==> config.mk <==
export PLATFORM = sky130hd
export DESIGN_NAME = gpi_pull_level_config
export DESIGN_NICKNAME = d
export VERILOG_FILES = /design/src/gpi_pull_pkg.sv /design/src/gpi_pull_level_config.sv /design/src/pin_sync.sv /design/src/pull_decode.sv
export VERILOG_INCLUDE_DIRS = /design/src
export SDC_FILE = /design/constraint.sdc
export NUM_CORES = 1
export LEC_CHECK = 0
export ABC_AREA = 1
export BUFFER_PORTS_ARGS = -buffer_cell sky130_fd_sc_hd__buf_4
export CAP_MARGIN = 15
export CELL_PAD_IN_SITES_DETAIL_PLACEMENT = 1
export CELL_PAD_IN_SITES_GLOBAL_PLACEMENT = 2
export CORE_ASPECT_RATIO = 1.25
export CORE_MARGIN = 4
export CORE_UTILIZATION = 38
export CTS_CLUSTER_SIZE = 20
export DETAILED_ROUTE_END_ITERATION = 6
export HOLD_SLACK_MARGIN = 0.1
export PLACE_DENSITY = 0.93
export SYNTH_ARGS = -nofsm -noshare
export SYNTH_HDL_FRONTEND = slang
export SYNTH_SLANG_ARGS = --single-unit
==> constraint.sdc <==
create_clock -name core_clk_in -period 6.14 [get_ports core_clk_in]
set_input_delay 0.307 -clock core_clk_in [delete_from_list [all_inputs] [get_ports core_clk_in]]
set_output_delay 0.307 -clock core_clk_in [all_outputs]
set_load 0.01 [all_outputs]
==> src/gpi_pull_params.svh <==
// Purpose: offsets, field positions and reset values of the pull/level slice
// Assumes: 8-bit register port, byte addresses as printed
// Notes:   included only by the top configuration module of the block
`ifndef GPI_PULL_PARAMS_SVH
`define GPI_PULL_PARAMS_SVH
`define ADDR_INT_STAT_ROW      8'h13
`define ADDR_INT_STAT_COL      8'h14
`define ADDR_ROW_LEVEL         8'h15
`define ADDR_COL_LEVEL         8'h16
`define ADDR_ROW_PULL_LOW      8'h17
`define ADDR_ROW_PULL_HIGH     8'h18
`define ADDR_COL_PULL_LOW      8'h19
`define ADDR_COL_PULL_HIGH     8'h1A
`define ADDR_ROW_IRQ_POL       8'h1B
`define ROW_PULL_HIGH_MASK     8'h0F
`define ROW5_PULL_MASK         8'h0C
`define COL_PULL_HIGH_MASK     8'h03
`define ROW_IRQ_POL_MASK       8'h3F
`define INPUT6_POL_MASK        8'h20
`define PULL_RESET             8'h00
`define ROW_IRQ_POL_RESET      8'h00
`define ROW_COUNT              6
`define COL_COUNT              5
`endif

==> src/gpi_pull_pkg.sv <==
// Purpose: types shared by the pull/level slice
// Assumes: nothing beyond the params header
// Notes:   pull field encodings
package gpi_pull_pkg;
   typedef enum logic [1:0] {
      PULL_UP_300K   = 2'b00,
      PULL_DOWN_300K = 2'b01,
      PULL_UP_100K   = 2'b10,
      PULL_OFF       = 2'b11
   } pull_mode_t;
endpackage : gpi_pull_pkg

==> src/gpi_pull_level_config.sv <==
// Purpose: column level readback, row/column pull select, row irq polarity
// Assumes: pins asynchronous; register port one read cycle latency
// Notes:   factory option straps are parameters, pull reset values likewise
`include "gpi_pull_params.svh"
module gpi_pull_level_config #(
   parameter logic       HAS_ROW5          = 1'b0,
   parameter logic       HAS_INPUT6        = 1'b0,
   parameter logic [7:0] ROW_PULL_LOW_RST  = `PULL_RESET,
   parameter logic [7:0] ROW_PULL_HIGH_RST = `PULL_RESET,
   parameter logic [7:0] COL_PULL_LOW_RST  = `PULL_RESET,
   parameter logic [7:0] COL_PULL_HIGH_RST = `PULL_RESET
) (
   // Clock and reset
   input  wire logic       core_clk_in,
   input  wire logic       rst_in,
   // Register port
   input  wire logic [7:0] reg_addr_in,
   input  wire logic [7:0] reg_wdata_in,
   input  wire logic       reg_write_in,
   input  wire logic       reg_read_in,
   output logic      [7:0] reg_rdata_out,
   // Pins
   input  wire logic [5:0] row_pin_in,
   input  wire logic [4:0] column_pin_in,
   // Pull resistor enables, one bit per pin
   output logic      [5:0] row_up_300k_out,
   output logic      [5:0] row_down_300k_out,
   output logic      [5:0] row_up_100k_out,
   output logic      [4:0] column_up_300k_out,
   output logic      [4:0] column_down_300k_out,
   output logic      [4:0] column_up_100k_out,
   // Row input flags, inputs 6..1
   output logic      [5:0] row_irq_flag_out
);
   localparam logic [7:0] ROW_HIGH_WMASK = HAS_ROW5 ? `ROW_PULL_HIGH_MASK
                           : (`ROW_PULL_HIGH_MASK & ~`ROW5_PULL_MASK);
   localparam logic [7:0] POL_WMASK = HAS_INPUT6 ? `ROW_IRQ_POL_MASK
                           : (`ROW_IRQ_POL_MASK & ~`INPUT6_POL_MASK);

   typedef struct packed {
      logic [7:0] row_pull_low;
      logic [7:0] row_pull_high;
      logic [7:0] col_pull_low;
      logic [7:0] col_pull_high;
      logic [7:0] row_irq_pol;
      logic [5:0] row_flag;
      logic [7:0] rdata;
      logic [5:0] up3_r;
      logic [5:0] dn3_r;
      logic [5:0] up1_r;
      logic [4:0] up3_c;
      logic [4:0] dn3_c;
      logic [4:0] up1_c;
   } cfg_state_t;

   cfg_state_t st;
   cfg_state_t next_st;
   logic [5:0] row_level;
   logic [4:0] column_level;
   logic [5:0] d_up3_r;
   logic [5:0] d_dn3_r;
   logic [5:0] d_up1_r;
   logic [4:0] d_up3_c;
   logic [4:0] d_dn3_c;
   logic [4:0] d_up1_c;
   logic [11:0] row_fields;
   logic [9:0]  col_fields;

   function automatic logic [7:0] masked_write(input logic [7:0] old,
                                               input logic [7:0] wd,
                                               input logic [7:0] m);
      masked_write = (wd & m) | (old & ~m);
   endfunction : masked_write

   pin_sync #(.WIDTH(6)) row_sync (
      .core_clk_in (core_clk_in),
      .rst_in      (rst_in),
      .pin_in      (row_pin_in),
      .level_out   (row_level)
   );
   pin_sync #(.WIDTH(5)) column_sync (
      .core_clk_in (core_clk_in),
      .rst_in      (rst_in),
      .pin_in      (column_pin_in),
      .level_out   (column_level)
   );

   assign row_fields = {st.row_pull_high[3:0], st.row_pull_low};
   assign col_fields = {st.col_pull_high[1:0], st.col_pull_low};

   genvar g;
   generate
      for (g = 0; g < `ROW_COUNT; g++) begin : row_dec
         pull_decode dec (
            .field_in      (row_fields[2*g+1:2*g]),
            .up_300k_out   (d_up3_r[g]),
            .down_300k_out (d_dn3_r[g]),
            .up_100k_out   (d_up1_r[g])
         );
      end
      for (g = 0; g < `COL_COUNT; g++) begin : col_dec
         pull_decode dec (
            .field_in      (col_fields[2*g+1:2*g]),
            .up_300k_out   (d_up3_c[g]),
            .down_300k_out (d_dn3_c[g]),
            .up_100k_out   (d_up1_c[g])
         );
      end
   endgenerate

   always_comb begin
      next_st = st;
      next_st.up3_r = d_up3_r;
      next_st.dn3_r = d_dn3_r;
      next_st.up1_r = d_up1_r;
      next_st.up3_c = d_up3_c;
      next_st.dn3_c = d_dn3_c;
      next_st.up1_c = d_up1_c;
      next_st.rdata = 8'h00;
      if (reg_read_in) begin
         case (reg_addr_in)
            `ADDR_INT_STAT_ROW:  next_st.rdata = {2'h0, st.row_flag};
            `ADDR_ROW_LEVEL:     next_st.rdata = {2'h0, row_level};
            `ADDR_COL_LEVEL:     next_st.rdata = {3'h0, column_level};
            `ADDR_ROW_PULL_LOW:  next_st.rdata = st.row_pull_low;
            `ADDR_ROW_PULL_HIGH: next_st.rdata = st.row_pull_high;
            `ADDR_COL_PULL_LOW:  next_st.rdata = st.col_pull_low;
            `ADDR_COL_PULL_HIGH: next_st.rdata = st.col_pull_high;
            `ADDR_ROW_IRQ_POL:   next_st.rdata = st.row_irq_pol;
            default:             next_st.rdata = 8'h00;
         endcase
         if (reg_addr_in == `ADDR_INT_STAT_ROW) begin
            next_st.row_flag = 6'h00;
         end
      end
      if (reg_write_in) begin
         case (reg_addr_in)
            `ADDR_ROW_PULL_LOW: next_st.row_pull_low = reg_wdata_in;
            `ADDR_ROW_PULL_HIGH: next_st.row_pull_high =
               masked_write(st.row_pull_high, reg_wdata_in,
                            ROW_HIGH_WMASK);
            `ADDR_COL_PULL_LOW: next_st.col_pull_low = reg_wdata_in;
            `ADDR_COL_PULL_HIGH: next_st.col_pull_high =
               masked_write(st.col_pull_high, reg_wdata_in,
                            `COL_PULL_HIGH_MASK);
            `ADDR_ROW_IRQ_POL: next_st.row_irq_pol =
               masked_write(st.row_irq_pol, reg_wdata_in,
                            POL_WMASK);
            default: ;
         endcase
      end
      // Level sensitive set, placed after the read clear so set wins
      for (int i = 0; i < `ROW_COUNT; i++) begin
         if (row_level[i] == st.row_irq_pol[i] && POL_WMASK[i]) begin
            next_st.row_flag[i] = 1'b1;
         end
      end
   end

   always_ff @(posedge core_clk_in or posedge rst_in) begin
      if (rst_in) begin
         st               <= '0;
         st.row_pull_low  <= ROW_PULL_LOW_RST;
         st.row_pull_high <= ROW_PULL_HIGH_RST & `ROW_PULL_HIGH_MASK;
         st.col_pull_low  <= COL_PULL_LOW_RST;
         st.col_pull_high <= COL_PULL_HIGH_RST & `COL_PULL_HIGH_MASK;
         st.row_irq_pol   <= `ROW_IRQ_POL_RESET;
         st.up3_r         <= '1;
         st.up3_c         <= '1;
      end else begin
         st <= next_st;
      end
   end

   assign reg_rdata_out        = st.rdata;
   assign row_up_300k_out      = st.up3_r;
   assign row_down_300k_out    = st.dn3_r;
   assign row_up_100k_out      = st.up1_r;
   assign column_up_300k_out   = st.up3_c;
   assign column_down_300k_out = st.dn3_c;
   assign column_up_100k_out   = st.up1_c;
   assign row_irq_flag_out     = st.row_flag;
endmodule : gpi_pull_level_config

==> src/pin_sync.sv <==
// Purpose: three-flop synchroniser with agreement filter for pin levels
// Assumes: pins are asynchronous to core_clk_in
// Notes:   first stage feeds only the second
module pin_sync #(parameter int WIDTH = 1) (
   // Clock and reset
   input  wire logic             core_clk_in,
   input  wire logic             rst_in,
   // Pins
   input  wire logic [WIDTH-1:0] pin_in,
   // Filtered level
   output logic      [WIDTH-1:0] level_out
);
   typedef struct packed {
      logic [WIDTH-1:0] s1;
      logic [WIDTH-1:0] s2;
      logic [WIDTH-1:0] s3;
      logic [WIDTH-1:0] lvl;
   } sync_state_t;
   sync_state_t st;
   sync_state_t next_st;
   always_comb begin
      next_st    = st;
      next_st.s1 = pin_in;
      next_st.s2 = st.s1;
      next_st.s3 = st.s2;
      // A change counts only once stages two and three agree
      for (int i = 0; i < WIDTH; i++) begin
         if (st.s2[i] == st.s3[i]) begin
            next_st.lvl[i] = st.s3[i];
         end
      end
   end
   always_ff @(posedge core_clk_in or posedge rst_in) begin
      if (rst_in) begin
         st <= '0;
      end else begin
         st <= next_st;
      end
   end
   assign level_out = st.lvl;
endmodule : pin_sync

==> src/pull_decode.sv <==
// Purpose: decode one two-bit pull field into resistor enables
// Assumes: combinational, driven from register bits
// Notes:   exactly one or no enable is high
module pull_decode (
   // Field
   input  wire logic [1:0] field_in,
   // Resistor enables
   output logic            up_300k_out,
   output logic            down_300k_out,
   output logic            up_100k_out
);
   always_comb begin
      up_300k_out   = 1'b0;
      down_300k_out = 1'b0;
      up_100k_out   = 1'b0;
      case (gpi_pull_pkg::pull_mode_t'(field_in))
         gpi_pull_pkg::PULL_UP_300K:   up_300k_out   = 1'b1;
         gpi_pull_pkg::PULL_DOWN_300K: down_300k_out = 1'b1;
         gpi_pull_pkg::PULL_UP_100K:   up_100k_out   = 1'b1;
         default: ;
      endcase
   end
endmodule : pull_decode

# Yosys cells after proc, flatten, opt, wreduce, memory -nomap -nowiden
# Index checks and enable logic that the tools add are counted.
# totals
ff_bits	130
inputBits	31
word_cells	155
# classes
n_eq_ne	46
mux	41
bitwise_logic	3
n_reduce_logical	31
# ops
cell	count
$eq 8x5->1 const B	8
$pmux 8 s8	1
$mux 1	38
$eq 2x1->1 const B	11
$eq 2x2->1 const B	11
$logic_not 2->1	11
$reduce_and 2->1	10
$reduce_bool 2->1	10
$eq 1x1->1	16
$or 2x8->8	2
$mux 13	1
$or 5x8->8	1
$mux 5	1

# Depth between registers and ports, before layout
# logic_depth
depth_word	4
depth_mapped	9
mapped_depth_nobuf	7

# Cells and area by module
# Synthesis repeated with hierarchy kept, for this count alone.
# hier_totals
cells_unflattened	476
area_unflattened_um2	4725.8
# modules_own_cells
module	n_inst	cells_each	area_each_um2
gpi_pull_level_config	1	320	3149.3
pin_sync at row_sync	1	55	747.0
pin_sync at column_sync	1	46	623.1
pull_decode	11	5	18.8

# Worst setup path before layout
# OpenSTA, ideal clock, no wires.
# synth_timing
kind	in2reg
start	input port reg_addr_in[5]
end	register st (netlist bit row_irq_flag_out[1])
setup_ns	0.123
arrival_time_ns	1.114
required_ns	6.017
setup_slack_ns	4.903
stages	8
path_buffers	2
path_cell_list	inv_1 -> nand2_2 -> nor2_4 -> buf_8 -> buf_6 -> nand2_1 -> o21ai_0 -> nand2_1
# synth_between
elab_chain_len	3
# synth_lines
element	line	rtl
start: declaration	gpi_pull_level_config.sv:17	input wire logic [7:0] reg_addr_in,
$eq 8x5->1	n/a	
$reduce_bool 2->1 (no line)	n/a	
$reduce_and 2->1 (no line)	n/a	
end signal: assignment	gpi_pull_level_config.sv:171	st <= next_st;
end: declaration	gpi_pull_level_config.sv:56	cfg_state_t st;
# Every way passes these cells.
# A chain may end at the register's enable or synchronous reset.

==> flow_metrics.tcl <==
set metrics [dict create \
    cts_tree "done" \
    detailed_place_hpwl_um 7200 \
    p_sw_uw 448.0 \
    synth_edf_count 0 \
    cts_buffers 17 \
    p_int_mw 1.450 \
    final_hold_viol_count 0 \
    finalClockSkew_ns 0.005840 \
    clockRootBuffer "clkbuf_16" \
    tightest_slew_ns 0.8550 \
    ys_async_sr_fraction_pct 100.0 \
    via_per_inst 4.557 \
    slew_headroom_pct 43.00 \
    required_ns 6.56 \
    grt_pass1_wl_um 16540 \
    seq_area_frac_synth_pct 63.08 \
    report.final.setup_viol 0 \
    synth.cell_area_um2 4544 \
    die_w_um 105.8 \
    ant_nets 0 \
    syn_inst 419 \
    ys_top_cells_by_area "dfrtp_1 57%, buf_4 7.8%, dfstp_2 6.4%, nand2_1 4.4%, nor2_1 4.0%" \
    synth_top_area_cell "dfrtp_1" \
    drive_gt1_share_pct 27.72 \
    power_density_nw_per_um2 338.8 \
    die_y_um 130.3 \
    first_pass_iters 4 \
    startpoint "rst_in" \
    power_mw 1.898 \
    fp.coreArea_um2 11670 \
    drcViolationCount 0 \
    cts_buffer_depth 2 \
    grt_usage_pct 15.81 \
    insertion_delay_ns 0.41 \
    routabilityCongestion 0.8417 \
    ff2ff_setup_slack_ns 5.10 \
    grt_pass1_vias 3327 \
    antenna_found_initial 0 \
    syn2layout_area_growth_pct 23.24 \
    switching_share_pct 23.61 \
    min_period_over_period_pct 29.16 \
    power_frac_comb_pct 6.3 \
    startpoint_type "primary input" \
    crit_type "in -> async" \
    wl_per_cell_um 15.25 \
    finalMaxSlewViolations 0 \
    p_leak_nw 2.712 \
    max-vdd-ir-drop_uv 165.2 \
    r2r_end "reg_rdata_out[4]" \
    drv_cap 0 \
    fin_nets 505 \
    fin_setup_tns_ns 0 \
    worstReg2RegStart "col_fields[4]" \
    synth_area_per_cell_um2 10.85 \
    fin_crit_ns 1.790 \
    ys_types 26 \
    routed_wirelength_um 9885 \
    pwr-share-clk_pct 50.1 \
    pin_count 78 \
    whs_endpoint "col_fields[7]" \
    reg2reg_depth 4 \
    outcome "completed" \
    whs_path_depth 3 \
    rsz0062_at_grt "no" \
    pwr-share-seq_pct 43.6 \
    hold_slack_ns 0.1300 \
    grt_max_degree 72 \
    arrival_ns 2.21 \
    insertedDiodeCount 0 \
    drtIter0Drc 127 \
    yosysWarnings 0 \
    path_clk_slew_ns 0.06 \
    ys.flop_type "dfrtp_1" \
    htree_levels 4 \
    max_freq_ghz 0.5585 \
    hold_class "in -> reg" \
    die-area_um2 13780 \
    min_from "reg_wdata_in[7]" \
    rows 44 \
    overflow 0 \
    ys_ff_latch 114 \
    vias 2953 \
    postCtsSetupBuffers 0 \
    cp_max_fo 71 \
    start_util_pct 38.94 \
    critPathCaptureType "asynchronous set/reset pin" \
    place.port_buffers 76 \
    yosysTopAreaCellShare_pct 56.72 \
    clock-sinks 114 \
]
sequential cells by signal (all words and copies together) (netlist names), 6 cells and up:
register	flops
col_fields	10
row_sync.st	6
row_fields	10
row_sync.level_out	6
row_sync.next_st	12
reg_rdata_out	8
column_sync.next_st	10
row_down_300k_out	6
row_up_300k_out	6
per-layer routing:
metal	global-route usage, %	routed length (µm)	share of wire (%)
met1	16.53	3774	38
met2	28.57	5262	53
met3	6.531	611	6.2
met4	5.869	236	2.4
met5	0	0	0
area by class of cell:
| type | instances | area (µm²) |
|---|---|---|
| fill | 1284 | 6071 |
| sequential | 114 | 2867 |
| multi-input combinational | 211 | 1091 |
| timing repair buffer | 89 | 698.2 |
| clock buffer | 17 | 425.4 |
| tap | 161 | 201.4 |
| clock inverter | 15 | 161.4 |
| inverter | 41 | 156.4 |
power groups by stage:
stage / logic (mW) / registers, mW / clock network, mW
floorplan: 0.0803 / 0.830 / 0
global placement: 0.111 / 0.837 / 0
detailed placement: 0.116 / 0.840 / 0
CTS: 0.123 / 0.828 / 0.980
global route: 0.136 / 0.832 / 1.02
finish: 0.120 / 0.827 / 0.951
worst max-delay path by stage:
stage | end | cells past startpoint
3_5_place_dp | reg_rdata_out[4] | 8
5_1_grt | row_fields[0] | 4
6_report | row_fields[0] | 4
4_1_cts | row_down_300k_out[0] | 4
3_3_place_gp | col_fields[6] | 7
2_1_floorplan | col_fields[0] | 1
critical path, cell delays in order:
cell and delay (ns):
dlygate4sd3_1 0.54, buf_4 0.14, inv_4 0.38, buf_4 0.79
cells in the final DEF (no fill, tap or decap):
master	n
a21oi_1	5
buf_4	77
bufinv_16	2
clkbuf_16	17
clkinv_2	2
clkinv_4	5
clkinvlp_4	4
conb_1	3
dfrtp_1	103
dfstp_2	11
dlygate4sd3_1	12
inv_1	40
inv_4	1
inv_6	2
maj3_1	11
nand2_1	53
nand2_2	2
nand2_4	3
nand3_1	35
nor2_1	48
nor2_2	1
nor2_4	4
nor2_8	1
nor4_1	2
nor4_4	1
o21ai_0	29
o21ai_1	4
o21ai_2	2
o22ai_1	2
xor2_1	5
what timing repair did:
item | 4_1_cts | 5_1_grt
hold buffers | 12 | 0
hold endpoints to repair | 48 | 0
resized for setup | 0 | 0
cells by family (layout without fill, tap and decap cells):
group                      Yosys count  count (layout)  share of synthesized area, %
and+or+nand+nor                    150             150                         15.53
DFF                                114             114                         63.08
buffers and inverters               95             162                         13.00
AOI/OAI and AO/OA                   42              42                         4.846
adders and majority gates           11              11                         2.423
xor gates and xnor gates             5               5                        0.9636
other                                2               3                        0.1653
cell usage after synthesis (all sizes together), types with 3 or more instances:
library cell / n
nand2: 58
dfrtp: 103
buf: 53
nor4: 3
inv: 41
o21ai: 35
nor2: 54
nand3: 35
xor2: 5
maj3: 11
dfstp: 11
a21oi: 5
metrics by stage:
step | std cells | util, % | setup slack (ns) | cell area, µm²
after detailed placement | 604 | 41.93 | 4.110 | 4893
after CTS | 648 | 47.98 | 4.290 | 5600
after floorplan | 420 | - | 2.835 | 4548
after global placement | 604 | 41.93 | 4.291 | 4893
after global routing | 648 | 47.98 | 4.006 | 5600
final | 648 | 47.98 | 4.350 | 5600
Note: power is estimated with default switching activity, not from simulation.
